## config.mk

```make
export PLATFORM = sky130hd
export DESIGN_NAME = lms_mode_regs
export DESIGN_NICKNAME = d
export VERILOG_FILES = /design/src/inc/lms_pkg.sv /design/src/hw/lms_reg_mem.sv /design/src/hw/lms_mode_regs.sv
export SDC_FILE = /design/constraint.sdc
export NUM_CORES = 1
export LEC_CHECK = 0
export BUFFER_PORTS_ARGS = -buffer_cell sky130_fd_sc_hd__buf_2
export CAP_MARGIN = 20
export CORE_AREA = 3 3 145 147
export DETAILED_ROUTE_END_ITERATION = 8
export DIE_AREA = 0 0 148 150
export PLACE_DENSITY_LB_ADDON = 0.3
export SETUP_SLACK_MARGIN = 0.2
export SYNTH_ARGS = -nofsm -noshare
export SYNTH_HDL_FRONTEND = slang
export SYNTH_SLANG_ARGS = --single-unit
```

## constraint.sdc

```tcl
create_clock -name ref_clk -period 4.35 [get_ports ref_clk]
set_clock_uncertainty 0.2 [all_clocks]
set_input_delay 0.2175 -clock ref_clk [delete_from_list [all_inputs] [get_ports ref_clk]]
set_output_delay 0.2175 -clock ref_clk [all_outputs]
set_load 0.005 [all_outputs]
```

## src/inc/lms_pkg.sv

```systemverilog
// Purpose: shared constants and types of the lcd mode select and register block
// Assumes: avalon-mm byte addresses, 32-bit data words
// Notes:   select vector order is {dual, graphic, eight-bit, wide, attribute}
package lms_pkg;

    // register index space
    localparam int unsigned IDX_W      = 5;
    localparam int unsigned DATA_W     = 8;
    localparam int unsigned NUM_IDX    = 32;
    localparam logic [4:0]  IDX_RESET  = 5'h00;
    localparam logic [4:0]  IDX_MODE   = 5'h16;
    // one bit per index: 0,1,9-15,18-22 exist, the rest are holes
    localparam logic [31:0] IDX_IMPL   = 32'h007cfe03;

    // avalon byte offsets
    localparam int unsigned ADDR_W     = 4;
    localparam logic [3:0]  OFS_INDEX  = 4'h0;
    localparam logic [3:0]  OFS_DATA   = 4'h4;
    localparam logic [3:0]  OFS_STATUS = 4'h8;

    // mode bits register fields
    localparam int unsigned MB_ATTR    = 0;
    localparam int unsigned MB_WIDE    = 2;
    localparam int unsigned MB_GRAPH   = 3;

    // select vector positions
    localparam int unsigned SEL_W      = 5;
    localparam int unsigned SEL_ATTR   = 0;
    localparam int unsigned SEL_WIDE   = 1;
    localparam int unsigned SEL_XFER8  = 2;
    localparam int unsigned SEL_GRAPH  = 3;
    localparam int unsigned SEL_DUAL   = 4;

    // mode numbers
    localparam logic [3:0]  MODE_NONE  = 4'h0;
    localparam logic [3:0]  MODE_DCHR  = 4'h1;
    localparam logic [3:0]  MODE_DWIDE = 4'h2;
    localparam logic [3:0]  MODE_DG1   = 4'h3;
    localparam logic [3:0]  MODE_DG2   = 4'h4;
    localparam logic [3:0]  MODE_SCHR  = 4'h5;
    localparam logic [3:0]  MODE_SWIDE = 4'h6;
    localparam logic [3:0]  MODE_SG1   = 4'h7;
    localparam logic [3:0]  MODE_SG2   = 4'h8;
    localparam logic [3:0]  MODE_8CHR  = 4'h9;
    localparam logic [3:0]  MODE_8WIDE = 4'ha;
    localparam logic [3:0]  MODE_8G1   = 4'hb;
    localparam logic [3:0]  MODE_8G2   = 4'hc;
    localparam logic [3:0]  MODE_LARGE = 4'hd;

    // data rates in mbit/s
    localparam logic [7:0]  RATE_WIDE  = 8'h0a;
    localparam logic [7:0]  RATE_NORM  = 8'h14;
    localparam logic [7:0]  RATE_LARGE = 8'h28;

    // status word fields
    localparam int unsigned ST_MODE_LSB = 0;
    localparam int unsigned ST_VALID    = 4;
    localparam int unsigned ST_DUAL     = 5;
    localparam int unsigned ST_XFER8    = 6;
    localparam int unsigned ST_CHAR     = 7;
    localparam int unsigned ST_G1       = 8;
    localparam int unsigned ST_G2       = 9;
    localparam int unsigned ST_WIDE     = 10;
    localparam int unsigned ST_ATTR     = 11;
    localparam int unsigned ST_ORMERGE  = 12;
    localparam int unsigned ST_LARGE    = 13;
    localparam int unsigned ST_MEMRATE  = 16;
    localparam int unsigned ST_LCDRATE  = 24;

    typedef enum logic [2:0] {
        BUS_IDLE = 3'b001,
        BUS_BUSY = 3'b010,
        BUS_ACK  = 3'b100
    } lms_bus_state_type;

endpackage

```

## src/hw/lms_reg_mem.sv

```systemverilog
// Purpose: small register file holding the data registers
// Assumes: one write port, one read port, same clock
// Notes:   contents survive reset, read data come from a register
`timescale 1ns/1ps
`default_nettype none
module lms_reg_mem #(
    parameter int unsigned WIDTH = 8,
    parameter int unsigned DEPTH = 32,
    parameter int unsigned AW    = 5
) (
    input  wire logic             ref_clk,
    input  wire logic             wrEn,
    input  wire logic [AW-1:0]    wrAddr,
    input  wire logic [WIDTH-1:0] wrData,
    input  wire logic [AW-1:0]    rdAddr,
    output logic      [WIDTH-1:0] rdData
);

    logic [WIDTH-1:0] store_ff [DEPTH];
    logic [WIDTH-1:0] rdData_ff;

    // reset does not touch contents, software reprograms after power up
    always_ff @(posedge ref_clk)
    begin
        if (wrEn)
        begin
            store_ff[wrAddr] <= wrData;
        end
        rdData_ff <= store_ff[rdAddr];
    end

    assign rdData = rdData_ff;

endmodule // lms_reg_mem
`default_nettype wire

```

## src/hw/lms_mode_regs.sv

```systemverilog
// Purpose: display mode selection and indexed register access for an lcd timing controller
// Assumes: select pins are asynchronous, software on avalon-mm with waitrequest
// Notes:   index at 0x0, data port at 0x4, decoded mode status at 0x8
//
// Notes on behaviour
// - panel arrangement single or dual is fixed before display is driven.
// - an eight-bit lcd data output exists besides the four-bit one.
// - dual high gives two 4-bit outputs; else one 4- or 8-bit output.
// - graphic high: attribute high is graphic 1, low graphic 2, wide low.
// - wide select acts only in character format, giving double-width characters.
// - in character format attribute high uses attributes, low OR-merges data.
// - mode 13: dual, graphic, eight-bit, attribute high, wide low, 40 mbit/s.
// - memory read rate 20 mbit/s normally, 10 mbit/s in wide character.
// - wide character modes send lcd data at twice the read rate, 20.
// - graphic, wide, attribute are pin OR mode bit; dual, eight-bit pins only.
// - one index register plus fourteen data registers chosen by index.
// - data port reads and writes reach the register the index names.
// - indices 2 to 8, 16 and 17 are unimplemented.
// - wide ORs with mode bit 2, attribute with mode bit 0.
// - index written with register select low; unimplemented index ignored.
//
// The implementer's own choices: the register addresses and the Avalon-MM interface to the registers.
`timescale 1ns/1ps
`default_nettype none
module lms_mode_regs
(
    input  wire logic                       ref_clk,
    input  wire logic                       nrst,
    // select pins
    input  wire logic                       dualSelect,
    input  wire logic                       graphicSelect,
    input  wire logic                       eight_bit_xfer_select,
    input  wire logic                       wideSelect,
    input  wire logic                       attribute_select,
    // avalon-mm slave
    input  wire logic [lms_pkg::ADDR_W-1:0] address,
    input  wire logic                       read,
    input  wire logic                       write,
    input  wire logic [31:0]                writedata,
    output logic      [31:0]                readdata,
    output logic                            waitrequest,
    // decoded configuration
    output logic [3:0]                      modeNumber,
    output logic                            modeValid,
    output logic                            dualPanel,
    output logic                            lcdData8,
    output logic                            charFormat,
    output logic                            graphic1,
    output logic                            graphic2,
    output logic                            wideDisplay,
    output logic                            attributeMode,
    output logic                            orMerge,
    output logic                            largeScreen,
    output logic [7:0]                      memRateMbps,
    output logic [7:0]                      lcdRateMbps
);
    import lms_pkg::*;

    logic [SEL_W-1:0]  selMeta_ff, selSync_ff;
    logic [SEL_W-1:0]  effSel;
    logic              selLegal;
    lms_bus_state_type state_ff, nxt_state;
    logic [IDX_W-1:0]  register_index_ff, nxt_register_index;
    logic [2:0]        modeBits_ff, nxt_modeBits;
    logic [31:0]       readdata_ff, nxt_readdata;
    logic              waitrequest_ff, nxt_waitrequest;
    logic              memWe;
    logic [DATA_W-1:0] memRd;
    logic [3:0]        mode_ff, nxt_mode;
    logic              valid_ff, nxt_valid;
    logic [31:0]       status_ff, nxt_status;
    logic              attrHeld_ff, nxt_attrHeld;
    logic              decG1, decG2, decWide, decChar, decLarge;
    logic              idxWrite, idxOk;

    // two-flop synchroniser on the select pins
    always_ff @(posedge ref_clk)
    begin
        if (!nrst)
        begin
            selMeta_ff <= '0;
            selSync_ff <= '0;
        end
        else
        begin
            selMeta_ff <= {dualSelect, graphicSelect, eight_bit_xfer_select,
                           wideSelect, attribute_select};
            selSync_ff <= selMeta_ff;
        end
    end

    // effective selects
    always_comb
    begin
        effSel            = selSync_ff;
        effSel[SEL_GRAPH] = selSync_ff[SEL_GRAPH] | modeBits_ff[2];
        effSel[SEL_WIDE]  = selSync_ff[SEL_WIDE]  | modeBits_ff[1];
        effSel[SEL_ATTR]  = selSync_ff[SEL_ATTR]  | modeBits_ff[0];
    end

    // select combination to mode number; {dual,graph,xfer8,wide,attr}
    always_comb
    begin
        selLegal = 1'b1;
        nxt_mode = MODE_NONE;
        unique case (effSel)
            5'h10, 5'h11: nxt_mode = MODE_DCHR;
            5'h12, 5'h13: nxt_mode = MODE_DWIDE;
            5'h19:        nxt_mode = MODE_DG1;
            5'h18:        nxt_mode = MODE_DG2;
            5'h00, 5'h01: nxt_mode = MODE_SCHR;
            5'h02, 5'h03: nxt_mode = MODE_SWIDE;
            5'h09:        nxt_mode = MODE_SG1;
            5'h08:        nxt_mode = MODE_SG2;
            5'h04, 5'h05: nxt_mode = MODE_8CHR;
            5'h06, 5'h07: nxt_mode = MODE_8WIDE;
            5'h0d:        nxt_mode = MODE_8G1;
            5'h0c:        nxt_mode = MODE_8G2;
            5'h1d:        nxt_mode = MODE_LARGE;
            default:      selLegal = 1'b0;
        endcase
        // a forbidden combination keeps the last good configuration
        if (!selLegal)
        begin
            nxt_mode = mode_ff;
        end
        nxt_valid = selLegal;
    end

    // mode and its decoded flags register together, so outputs never glitch
    always_ff @(posedge ref_clk)
    begin
        if (!nrst)
        begin
            mode_ff     <= MODE_NONE;
            valid_ff    <= 1'b0;
            attrHeld_ff <= 1'b0;
            status_ff   <= {RATE_NORM, RATE_NORM, 16'h0000};
        end
        else
        begin
            mode_ff     <= nxt_mode;
            valid_ff    <= nxt_valid;
            attrHeld_ff <= nxt_attrHeld;
            status_ff   <= nxt_status;
        end
    end

    // bus side decode
    always_comb
    begin
        idxWrite = write && (address == OFS_INDEX);
        idxOk    = (writedata[31:IDX_W] == '0) && IDX_IMPL[writedata[IDX_W-1:0]];
        memWe    = (state_ff == BUS_IDLE) && write && (address == OFS_DATA);
    end

    // status word decoded from the next mode; attribute choice held with it
    always_comb
    begin
        nxt_attrHeld = selLegal ? effSel[SEL_ATTR] : attrHeld_ff;
        decG1        = (nxt_mode == MODE_DG1 || nxt_mode == MODE_SG1 || nxt_mode == MODE_8G1
                        || nxt_mode == MODE_LARGE);
        decG2        = (nxt_mode == MODE_DG2 || nxt_mode == MODE_SG2
                        || nxt_mode == MODE_8G2);
        decWide      = (nxt_mode == MODE_DWIDE || nxt_mode == MODE_SWIDE
                        || nxt_mode == MODE_8WIDE);
        decLarge     = (nxt_mode == MODE_LARGE);
        decChar      = (nxt_mode != MODE_NONE) && !decG1 && !decG2;
        nxt_status                   = '0;
        nxt_status[ST_MODE_LSB +: 4] = nxt_mode;
        nxt_status[ST_VALID]         = nxt_valid;
        nxt_status[ST_DUAL]          = (nxt_mode >= MODE_DCHR && nxt_mode <= MODE_DG2)
                                       || decLarge;
        nxt_status[ST_XFER8]         = (nxt_mode >= MODE_8CHR && nxt_mode <= MODE_8G2);
        nxt_status[ST_CHAR]          = decChar;
        nxt_status[ST_G1]            = decG1;
        nxt_status[ST_G2]            = decG2;
        nxt_status[ST_WIDE]          = decWide;
        nxt_status[ST_ATTR]          = decChar && nxt_attrHeld;
        nxt_status[ST_ORMERGE]       = decChar && !nxt_attrHeld;
        nxt_status[ST_LARGE]         = decLarge;
        nxt_status[ST_MEMRATE +: 8]  = decLarge ? RATE_LARGE
                                       : (decWide ? RATE_WIDE : RATE_NORM);
        nxt_status[ST_LCDRATE +: 8]  = decLarge ? RATE_LARGE : RATE_NORM;
    end

    // bus state machine: take, read memory, answer; three edges per access
    always_comb
    begin
        nxt_state          = state_ff;
        nxt_register_index = register_index_ff;
        nxt_modeBits       = modeBits_ff;
        nxt_readdata       = readdata_ff;
        nxt_waitrequest    = 1'b1;
        unique case (state_ff)
            BUS_IDLE:
            begin
                if (read || write)
                begin
                    nxt_state = BUS_BUSY;
                end
                if (idxWrite && idxOk)
                begin
                    nxt_register_index = writedata[IDX_W-1:0];
                end
                if (memWe && (register_index_ff == IDX_MODE))
                begin
                    nxt_modeBits = {writedata[MB_GRAPH], writedata[MB_WIDE],
                                    writedata[MB_ATTR]};
                end
            end
            BUS_BUSY:
            begin
                nxt_state       = BUS_ACK;
                nxt_waitrequest = 1'b0;
                nxt_readdata    = '0;
                if (read)
                begin
                    unique case (address)
                        OFS_INDEX:  nxt_readdata[IDX_W-1:0]  = register_index_ff;
                        OFS_DATA:   nxt_readdata[DATA_W-1:0] = memRd;
                        OFS_STATUS: nxt_readdata             = status_ff;
                        default:    nxt_readdata             = '0;
                    endcase
                end
            end
            BUS_ACK:
            begin
                nxt_state = BUS_IDLE;
            end
            default:
            begin
                nxt_state = BUS_IDLE;
            end
        endcase
    end

    always_ff @(posedge ref_clk)
    begin
        if (!nrst)
        begin
            state_ff          <= BUS_IDLE;
            register_index_ff <= IDX_RESET;
            modeBits_ff       <= '0;
            readdata_ff       <= '0;
            waitrequest_ff    <= 1'b1;
        end
        else
        begin
            state_ff          <= nxt_state;
            register_index_ff <= nxt_register_index;
            modeBits_ff       <= nxt_modeBits;
            readdata_ff       <= nxt_readdata;
            waitrequest_ff    <= nxt_waitrequest;
        end
    end

    // data registers; holes never become the index so are never touched
    lms_reg_mem #(
        .WIDTH (DATA_W),
        .DEPTH (NUM_IDX),
        .AW    (IDX_W)
    ) u_mem (
        .ref_clk (ref_clk),
        .wrEn    (memWe),
        .wrAddr  (register_index_ff),
        .wrData  (writedata[DATA_W-1:0]),
        .rdAddr  (register_index_ff),
        .rdData  (memRd)
    );

    // outputs are plain flop taps
    assign modeNumber    = mode_ff;
    assign modeValid     = valid_ff;
    assign dualPanel     = status_ff[ST_DUAL];
    assign lcdData8      = status_ff[ST_XFER8];
    assign wideDisplay   = status_ff[ST_WIDE];
    assign graphic1      = status_ff[ST_G1];
    assign graphic2      = status_ff[ST_G2];
    assign charFormat    = status_ff[ST_CHAR];
    assign largeScreen   = status_ff[ST_LARGE];
    assign attributeMode = status_ff[ST_ATTR];
    assign orMerge       = status_ff[ST_ORMERGE];
    assign memRateMbps   = status_ff[ST_MEMRATE +: 8];
    assign lcdRateMbps   = status_ff[ST_LCDRATE +: 8];
    assign readdata      = readdata_ff;
    assign waitrequest   = waitrequest_ff;

    // checks
    property p_answer_timing;
        @(posedge ref_clk) disable iff (!nrst)
        (state_ff == BUS_IDLE && (read || write)) |=> waitrequest ##1 !waitrequest;
    endproperty
    a_answer_timing: assert property (p_answer_timing) else $error("answer not two edges after take");

    property p_index_taken;
        @(posedge ref_clk) disable iff (!nrst)
        (state_ff == BUS_IDLE && idxWrite && idxOk) |=> register_index_ff == $past(writedata[4:0]);
    endproperty
    a_index_taken: assert property (p_index_taken) else $error("index write lost");

    property p_index_hole;
        @(posedge ref_clk) disable iff (!nrst)
        (idxWrite && !idxOk) |=> $stable(register_index_ff);
    endproperty
    a_index_hole: assert property (p_index_hole) else $error("hole index accepted");

    property p_graphic_plain;
        @(posedge ref_clk) disable iff (!nrst)
        (graphic1 || graphic2) |-> !wideDisplay && !attributeMode && !orMerge;
    endproperty
    a_graphic_plain: assert property (p_graphic_plain) else $error("graphic with char options");

    property p_large;
        @(posedge ref_clk) disable iff (!nrst)
        largeScreen |-> dualPanel && graphic1 && memRateMbps == 8'h28;
    endproperty
    a_large: assert property (p_large) else $error("large screen config wrong");

    property p_wide_rates;
        @(posedge ref_clk) disable iff (!nrst)
        wideDisplay |-> memRateMbps == 8'h0a && lcdRateMbps == 8'h14;
    endproperty
    a_wide_rates: assert property (p_wide_rates) else $error("wide rates wrong");

    property p_graphic_bit;
        @(posedge ref_clk) disable iff (!nrst)
        ($past(modeBits_ff[2]) && modeValid) |-> !charFormat;
    endproperty
    a_graphic_bit: assert property (p_graphic_bit) else $error("mode bit 3 not ORed");

    property p_hold_bad;
        @(posedge ref_clk) disable iff (!nrst)
        !selLegal |=> $stable(modeNumber) && !modeValid;
    endproperty
    a_hold_bad: assert property (p_hold_bad) else $error("forbidden combo changed mode");

    property p_xfer8_single;
        @(posedge ref_clk) disable iff (!nrst)
        lcdData8 |-> !dualPanel;
    endproperty
    a_xfer8_single: assert property (p_xfer8_single) else $error("eight-bit with dual");

    c_large:   cover property (@(posedge ref_clk) disable iff (!nrst) largeScreen);
    c_wide_at: cover property (@(posedge ref_clk) disable iff (!nrst) wideDisplay && attributeMode);
    c_bad:     cover property (@(posedge ref_clk) disable iff (!nrst) !selLegal);
    c_rd_data: cover property (@(posedge ref_clk) disable iff (!nrst)
                               read && address == OFS_DATA && !waitrequest);

endmodule // lms_mode_regs
`default_nettype wire

```

==> run summary, run 1 <==
Counting I/O delays and the setup requirement, the final critical path takes 3060 ps. The maximum clock rate was 327 MHz. Once placement completed, the tool counted placed cells totaling 1062. The overall die width was 148 µm. The via count of the first global-routing pass is 7322. In this run the most critical hold path is launched from writedata[11].

The core region is 20000 µm². In the layout the commonest cells are 256 x sky130_fd_sc_hd__edfxtp_1, 91 x sky130_fd_sc_hd__buf_2, 74 x sky130_fd_sc_hd__nor2_1. TritonCTS built the clock tree.

Yosys mapped a number of flops with a built-in enable equal to 256. Net switching is 19.5% of the power. In this run the tool buffered the top-level ports with 91 buffer cells. The final instance count without filler cells was 1137; the number of endpoints with negative hold slack in the final report was 0. Measured in cells, the most critical reg-to-reg path has a length of 4.

The maximum clock path buffer count was 3; the number of sinks driven by the clock tree was 323. Data on the critical path is required at its endpoint by 4320 ps. Setup repair after global routing left no endpoint under its margin.

HPWL after detailed placement: 18000 µm. For this run, the share of the core covered by cells in the final layout is 72.3%. Walking the worst path, the cells encountered are or3b_1, nor3_1, nand3b_1, nor2_1. Of all flip-flops after synthesis, the portion carrying an async set or reset was 0%. The logs give 108 for the count of boundary I/O pins and 1.23 mW for the net switching component of the power. The first routing iteration left 706 violations. The tools report the total grt overflow as 0.

After detailed routing, the number of remaining DRC violations is 0. The effective utilization at floorplan was 63.5%; the register share of total power was 53.4%. Prevailing post-synth register cell: sky130_fd_sc_hd__edfxtp_1.

Post-CTS setup buffer count: 0. Critical path endpoint: u_mem.store_ff[17][3]. The number of distinct standard cells referenced by the synthesized netlist is 69. The first TritonRoute pass finished after 6 iterations. Measured along the y axis, the die boundary spans 150 µm.

Counting buffers and inverters, the worst setup path is 4 cells deep. The analysis attributes to cell leakage a power of 4.83 nW. The worst-case IR drop observed on VDD is 0.000547 V.

The logs give 26.3% for the global-route usage over all layers and 1290 ps for the setup slack of the most critical reg-to-reg path. After technology mapping, the gate count stands at 744. In this run, synthesis produced a sequential element count of 323.

The tools report the fraction of power consumed by the clock network as 43.5%. The run gives 3.1% as the share of power burned in combinational logic. Cells with a size suffix above 1 make up 26.8% of the layout. Power density normalized to cell area: 434 nW/µm². Kind of cell with the highest combined delay on the critical path: simple AND/OR/NAND/NOR gates.

The critical path is of the flop to flop type. Entering global routing, the biggest net connects 51 pins. Synthesized cell area: 12700 µm². During synthesis, Yosys emitted a total of 0 warnings. Summed over all failing endpoints, the final setup total negative slack is 0 ps. The tools report the final count of pins violating max slew as 0. For the wire length of the first global-routing pass, the log shows 43700 µm. Summing the sequential cell areas from Yosys gives 71.0% of the chip area. The number of rows created at floorplan is 52, and the CTS buffer count is 30. The tools report the sort of element at the end of the critical path as a flop. The flow ran to the end, and the final reports show no timing, DRC or antenna violations. In this run the clock root is driven by a sky130_fd_sc_hd__clkbuf_16. The logs give 1 for the depth of the CTS H-tree and 1 for the initial antenna violation count. The worst register-to-register path begins at state_ff[2].

The design draws 6.29 mW. The tools report the nature of the critical path startpoint as a flop. The layout-stage area growth over the synthesis result came out at 13.9%. Tracing the worst setup path back leads to its startpoint at state_ff[2].

After the last flow step, the layout net total stands at 887. The number of buffers and inverters on the critical path is 0. The number of setup violations in the final report came out at 0. After clock tree synthesis, the clock-pin slew on the worst setup and hold paths is 60 ps. The number of filler cells placed in the layout is 1229. The slowest library cell on the worst path was sky130_fd_sc_hd__nor2_1. At the later pin of the worst-skew pair, clock insertion delay measures 540 ps. Type of the most critical hold path: input port to flop.

The largest single stage delay on the critical path is 850 ps. The routed layout has 7274 vias. After detailed routing, the number of vias per cell comes to 6.40.

The run gives 3030 ps as the data arrival time of the critical path. Leaving out fill and tap cells, the most frequent cell in the layout is sky130_fd_sc_hd__edfxtp_1. For this block, the routed nets add up to 28900 µm of wire. The floorplan step defined a die boundary enclosing 22200 µm².

The remaining max-slew budget at the tightest pin was 40.2%. For the pin with the worst max-slew slack, the measured transition is 890 ps. For the number of buffers added to fix hold violations after cts, the log shows 17. The tools report the capturing point of the worst reg2reg path as u_mem.store_ff[17][3]. In this run the worst path has a maximum fanout of 8.

The congestion estimate from routability-driven global placement came to 0.868. The run gives 0 as the count of nets left with antenna violations after detail routing. Averaged over all synthesized cells, the footprint is 17.1 µm². Dividing the final minimum period by the clock period gives 70.4%. Dividing the detail-routed wire length by the instance count gives 25.4 µm.

The logs give 0 for the count of cells resized by post-cts repair and 5.06 mW for the internal power. The tool flagged a number of max-cap violations equal to 0.
power by group through the flow:
stage / sequential [mW] / combinational (mW) / clock, mW
after floorplan: 3.42 / 0.0935 / 0
after global placement: 3.42 / 0.171 / 0
after detailed placement: 3.43 / 0.178 / 0
after CTS: 3.36 / 0.191 / 2.77
after global routing: 3.36 / 0.209 / 2.89
final: 3.36 / 0.192 / 2.74
metal layers:
metal	wire (µm)	track usage (%)	vias up
li1	-	-	3105
met1	10700	33.8	3666
met2	14600	45.5	413
met3	2370	5.06	90
met4	1130	9.24	0
met5	0	0	-
area by class of cell:
type	count	area, µm²	share of cell area, %
clock inverters	20	248	1.71
inverters	6	22.5	0.156
repair buffers	115	691	4.77
flip-flops and latches	323	9030	62.4
diodes	1	2.50	0.0173
well taps	270	338	2.33
multi-input cells	366	3350	23.1
clock buffers	36	795	5.49
how the worst min path moves through the flow:
| stage | end | slack (ps) | depth (start not counted) |
|---|---|---|---|
| floorplan | u_mem.store_ff[0][0] | 120 | 0 |
| finish | register_index_ff[0] | 20 | 6 |
| CTS | register_index_ff[1] | 5 | 6 |
| global route | u_mem.store_ff[14][4] | 40 | 2 |
| global placement | selSync_ff[0] | 210 | 1 |
| detailed placement | selSync_ff[3] | 220 | 1 |
state kept, by name (all words and copies together), names as in the netlist:
| register | cells |
|---|---|
| selMeta_ff | 5 |
| attrHeld_ff | 1 |
| u_mem.store_ff | 256 |
| u_mem.rdData | 8 |
| status_ff | 15 |
| waitrequest | 1 |
| selSync_ff | 5 |
| modeNumber | 3 |
| register_index_ff | 5 |
| modeBits_ff | 3 |
| state_ff | 3 |
| readdata | 18 |
tightest hold or removal path: stages:
cell and delay, ps:
sky130_fd_sc_hd__buf_2 80, sky130_fd_sc_hd__nor2_1 60, sky130_fd_sc_hd__nand4b_4 110, sky130_fd_sc_hd__a2111oi_4 70
sky130_fd_sc_hd__mux2i_1 120, sky130_fd_sc_hd__nor2_1 70
cells in the mapped netlist (2+ instances only):
library cell | count | area (µm²)
sky130_fd_sc_hd__clkbuf_1 | 22 | 82.6
sky130_fd_sc_hd__dfxtp_1 | 67 | 1340
sky130_fd_sc_hd__or2_2 | 2 | 12.5
sky130_fd_sc_hd__inv_1 | 5 | 18.8
sky130_fd_sc_hd__buf_2 | 12 | 60.1
sky130_fd_sc_hd__a2111oi_4 | 2 | 55.1
sky130_fd_sc_hd__or3_1 | 4 | 25.0
sky130_fd_sc_hd__a22oi_1 | 42 | 315
sky130_fd_sc_hd__nand4_1 | 10 | 62.6
sky130_fd_sc_hd__nor4_1 | 7 | 43.8
sky130_fd_sc_hd__buf_6 | 2 | 22.5
sky130_fd_sc_hd__or2_1 | 2 | 12.5
sky130_fd_sc_hd__mux2i_1 | 13 | 130
sky130_fd_sc_hd__mux4_2 | 64 | 1440
sky130_fd_sc_hd__a222oi_1 | 3 | 30.0
sky130_fd_sc_hd__o211ai_1 | 2 | 15.0
sky130_fd_sc_hd__buf_4 | 27 | 203
sky130_fd_sc_hd__o311ai_0 | 2 | 17.5
sky130_fd_sc_hd__a21oi_1 | 8 | 40.0
sky130_fd_sc_hd__nor2_2 | 2 | 12.5
sky130_fd_sc_hd__o21ai_1 | 2 | 10.0
sky130_fd_sc_hd__nor3_1 | 10 | 50.1
sky130_fd_sc_hd__nand2_1 | 19 | 71.3
sky130_fd_sc_hd__nand3b_1 | 2 | 15.0
sky130_fd_sc_hd__nand3_1 | 10 | 50.1
sky130_fd_sc_hd__and2_1 | 20 | 125
sky130_fd_sc_hd__and3_1 | 3 | 18.8
sky130_fd_sc_hd__o21ai_0 | 9 | 45.0
sky130_fd_sc_hd__edfxtp_1 | 256 | 7690
sky130_fd_sc_hd__nor4_2 | 3 | 37.5
sky130_fd_sc_hd__nor2_1 | 74 | 278
cell families after synthesis:
| logic type | Yosys count | synth area share [%] |
|---|---|---|
| simple gates | 177 | 7.14 |
| other cells | 1 | 0.0295 |
| xor+xnor | 1 | 0.0689 |
| compound gates | 94 | 6.18 |
| mux | 78 | 12.5 |
| flops | 323 | 71.0 |
| buf+inv | 70 | 3.10 |
per-stage QoR:
step	instance area [µm²]	setup slack (ps)	hold slack, ps
floorplan	12800	2110	116
global placement	13200	1130	214
detailed placement	13200	1030	220
CTS	14500	980	4.55
global route	14500	1040	37.3
finish	14500	1290	17.7
Note: power is estimated with default switching activity, not from simulation.
==> run 2: changes to the inputs <==
--- a/config.mk
+++ b/config.mk
@@ -7,9 +7,9 @@
 export LEC_CHECK = 0
 export BUFFER_PORTS_ARGS = -buffer_cell sky130_fd_sc_hd__buf_2
 export CAP_MARGIN = 20
-export CORE_AREA = 3 3 145 147
+export CORE_AREA = 3 3 151 153
 export DETAILED_ROUTE_END_ITERATION = 8
-export DIE_AREA = 0 0 148 150
+export DIE_AREA = 0 0 154 156
 export PLACE_DENSITY_LB_ADDON = 0.3
 export SETUP_SLACK_MARGIN = 0.2
 export SYNTH_ARGS = -nofsm -noshare
==> constraint.sdc (replaced) <==
create_clock -name ref_clk -period 2.9 [get_ports ref_clk]
set_clock_uncertainty 0.2 [all_clocks]
set_input_delay 0.145 -clock ref_clk [delete_from_list [all_inputs] [get_ports ref_clk]]
set_output_delay 0.145 -clock ref_clk [all_outputs]
set_load 0.005 [all_outputs]
==> run summary, run 2 (synthesis gave the netlist of run 1 again) <==
Area of the die: 24000 µm² (+8.2%). Setup repair after global routing left no endpoint under its margin. The number of port buffers is 91 (unchanged), and the internal power is 7.63 mW (+51%).

The initial antenna violation count was 0 (-1); the effective utilization at floorplan was 58.6% (-4.8 points). For the final total power, the log shows 9.56 mW (+52%). The power density normalized to cell area is 637 nW/µm² (+47%), and the number of max-cap violations is 0 (unchanged).

The setup slack of the most critical reg-to-reg path is 310 ps (-970 ps). The tools report the global-route usage over all layers as 25.2% (-1.1 points). In the layout the commonest cells are 256 x sky130_fd_sc_hd__edfxtp_1, 91 x sky130_fd_sc_hd__buf_2, 74 x sky130_fd_sc_hd__nor2_1. For the summed negative setup slack over all endpoints, the log shows 0 ps (unchanged). The uppermost signal routing layer after detailed routing was met4. The logs give 5.14 nW (+6.5%) for the total leakage power and 40.9% (+0.69 points) for the remaining max-slew budget at the tightest pin.

The data required time at the worst endpoint was 3140 ps (-1180 ps); the mean routed wirelength per cell was 25.1 µm (-0.99%). In this run the worst setup path terminates at register_index_ff[1]. For the count of TritonRoute iterations in the first routing pass, the log shows 7 (+1). The pre-CTS worst setup slack is 396 ps (-633 ps).

The logs give 1.94 mW (+58%) for the net switching component of the power and 948 (+6.9%) for the net count of the finished layout. The register share of total power was 52.7% (-0.7 points). The detailed-routed wire length on met2 was 14600 µm (-0.54%); the number of filler cells placed in the layout was 1382 (+12%).

The final routed wirelength across all metal layers is 30400 µm (+5.2%), and the final period demand of the worst path is 2590 ps (-476 ps). The maximum vdd drop is 0.000710 V (+30%). The logs give 13600 µm² (+2.8%) for the cell area reported after detailed placement and 3 (unchanged) for the maximum clock path buffer count. The final instance area came out at 15000 µm² (+3.7%).

The final cell utilization of the core is 69.3% (-3.0 points). The final worst-path cycle share came out at 89.2% (+19 points). The switching fraction of total power works out to 20.2% (+0.73 points). The tools report the clock insertion delay at the later pin of the skew report as 570 ps (+30 ps).

Clock-pin slew on the worst setup and hold paths: 60 ps (about the same). The HPWL after detailed placement is 19700 µm (+9.2%), and the count of boundary I/O pins is 108 (unchanged). The weighted congestion reported at the end of routability-driven placement was 0.926 (+6.6%).

TritonCTS built the clock tree. Routed metal-1 wirelength: 12000 µm (+12%). For the final count of pins violating max slew, the log shows 0 (unchanged).

Type of the worst setup path: flop to flop. The iteration-0 DRC count of the detailed router was 796 (+13%). The tools report the depth of the CTS H-tree as 1 (unchanged). Nature of the critical path startpoint: a flop. The wire length on met3 is 2880 µm (+22%). Via count of the first global-routing pass: 7502 (+2.5%). The tools report the final routed DRC violation total as 0 (unchanged).

The highest fanout seen on the critical path is 4 (-4). The wire length of the first global-routing pass came out at 45700 µm (+4.5%). For the number of rows created at floorplan, the log shows 54 (+3.8%).

The cell depth of the worst flop-to-flop path is 7 (+3). The capturing point of the worst reg2reg path was register_index_ff[1]. In this run the worst setup path begins at state_ff[1]. In this run the worst hold path is classified as input port to flop. The tools report the final instance count without filler cells as 1208 (+6.2%). The CTS buffer count was 31 (+3.3%); the maximum clock rate was 387 MHz (+18%). The startpoint identified for the worst register-to-register timing path is state_ff[1]. Area of the core: 21700 µm² (+8.2%).

The antenna diode instance count is 0 (-1), and the maximum number of pins on one net before global-route repair is 36 (-29%). The transition time at the pin with the least slew margin came out at 880 ps (-10.2 ps). The tools report the root buffer cell as sky130_fd_sc_hd__clkbuf_16.

The count of nets left with antenna violations after detail routing was 0 (unchanged). The data arrival time of the critical path was 2830 ps (-200 ps). The most frequent standard cell in the layout excluding fill and tap cells was sky130_fd_sc_hd__edfxtp_1.

Number of sinks driven by the clock tree: 323 (unchanged). The overall die width works out to 154 µm (+4.1%). Proportion of layout cells with a drive suffix above 1: 30.7% (+3.9 points). The number of flip-flops under the largest register name is 256 (unchanged). The flow ran to the end, and the final reports show no timing, DRC or antenna violations. The sort of element at the end of the critical path was a flop. The mean number of vias per cell was 6.25 (-2.4%); the number of setup violations in the final report was 0 (unchanged). The share of power burned in combinational logic came out at 3.4% (+0.3 points). The run gives 0 (unchanged) as the total grt overflow. The register bank with the most flops is u_mem.store_ff. For the via total after detailed routing, the log shows 7545 (+3.7%).

Relative to the synthesized area, the layout overhead comes to 18.1%. The fraction of power consumed by the clock network was 43.9% (+0.4 points). The tools report the final critical-path setup slack as 313 ps (-974 ps). Vertical extent of the die: 156 µm (+4.0%). The worst hold-check slack was 36.2 ps (+18.5 ps); the count of placed standard cells including taps was 1116 (+5.1%).

The number of endpoints with negative hold slack in the final report came out at 0 (unchanged).
==> run 2: cell types whose count changed in the layout (fill, tap and decap cells not counted), sizes merged <==
| cell | before | now |
|---|---|---|
| clkinv | 12 | 13 |
| dlygate4sd3 | 17 | 31 |
| buf | 98 | 144 |
| clkinvlp | 3 | 4 |
| diode | 1 | 0 |
| inv | 5 | 7 |
| clkbuf | 36 | 34 |
==> run 2: layout make-up <==
class                      count  area [µm²]  area share (%)
clock buffer                  34         787            5.24
clock inverter                24         279            1.86
inverter                       6        22.5           0.150
multi-input combinational    366        3360            22.4
sequential                   323        9030            60.1
tap                          280         350            2.33
timing repair buffer         175        1190            7.91
==> run 2: metal layers <==
layer | up-vias | GRT usage, %
met4 | 0 | 7.82
met2 | 464 | 41.4
li1 | 3224 | -
met3 | 63 | 4.63
met1 | 3794 | 34.9
met5 | - | 0
==> run 2: worst min path at each step <==
stage                                 from                     to  slack [ps]  cells after the start
final                         writedata[4]   u_mem.store_ff[9][4]          40                      2
after global routing          writedata[4]  u_mem.store_ff[30][4]          50                      2
after CTS                     writedata[6]  u_mem.store_ff[19][6]          20                      2
after detailed placement  attribute_select          selMeta_ff[0]         170                      2
after global placement          dualSelect          selMeta_ff[4]         160                      2
after floorplan               writedata[0]   u_mem.store_ff[0][0]          40                      0
==> run 2: critical path, stage by stage (launching register included) <==
cell	delay (ps)
sky130_fd_sc_hd__dfxtp_1	340
sky130_fd_sc_hd__or3b_4	410
sky130_fd_sc_hd__nand4b_4	210
sky130_fd_sc_hd__a2111oi_4	340
sky130_fd_sc_hd__buf_4	210
sky130_fd_sc_hd__mux2i_1	170
sky130_fd_sc_hd__dlygate4sd3_1	560
sky130_fd_sc_hd__nor2_1	40
==> run 2: repair_timing <==
| item | 4_1_cts | 5_1_grt |
|---|---|---|
| endpoints found under the hold margin | 84 | 0 |
| hold buffers | 34 | 0 |
| gates resized for setup | 0 | 2 |
| setup endpoints to repair | 0 | 6 |
| setup buffers | 0 | 3 |
==> run 2: power by group through the flow <==
stage | Combinational, mW | Clock, mW | Sequential, mW
after floorplan | 0.140 | 0 | 5.13
after global placement | 0.278 | 0 | 5.14
after detailed placement | 0.285 | 0 | 5.14
after CTS | 0.315 | 4.25 | 5.04
after global routing | 0.346 | 4.45 | 5.04
final | 0.322 | 4.20 | 5.04
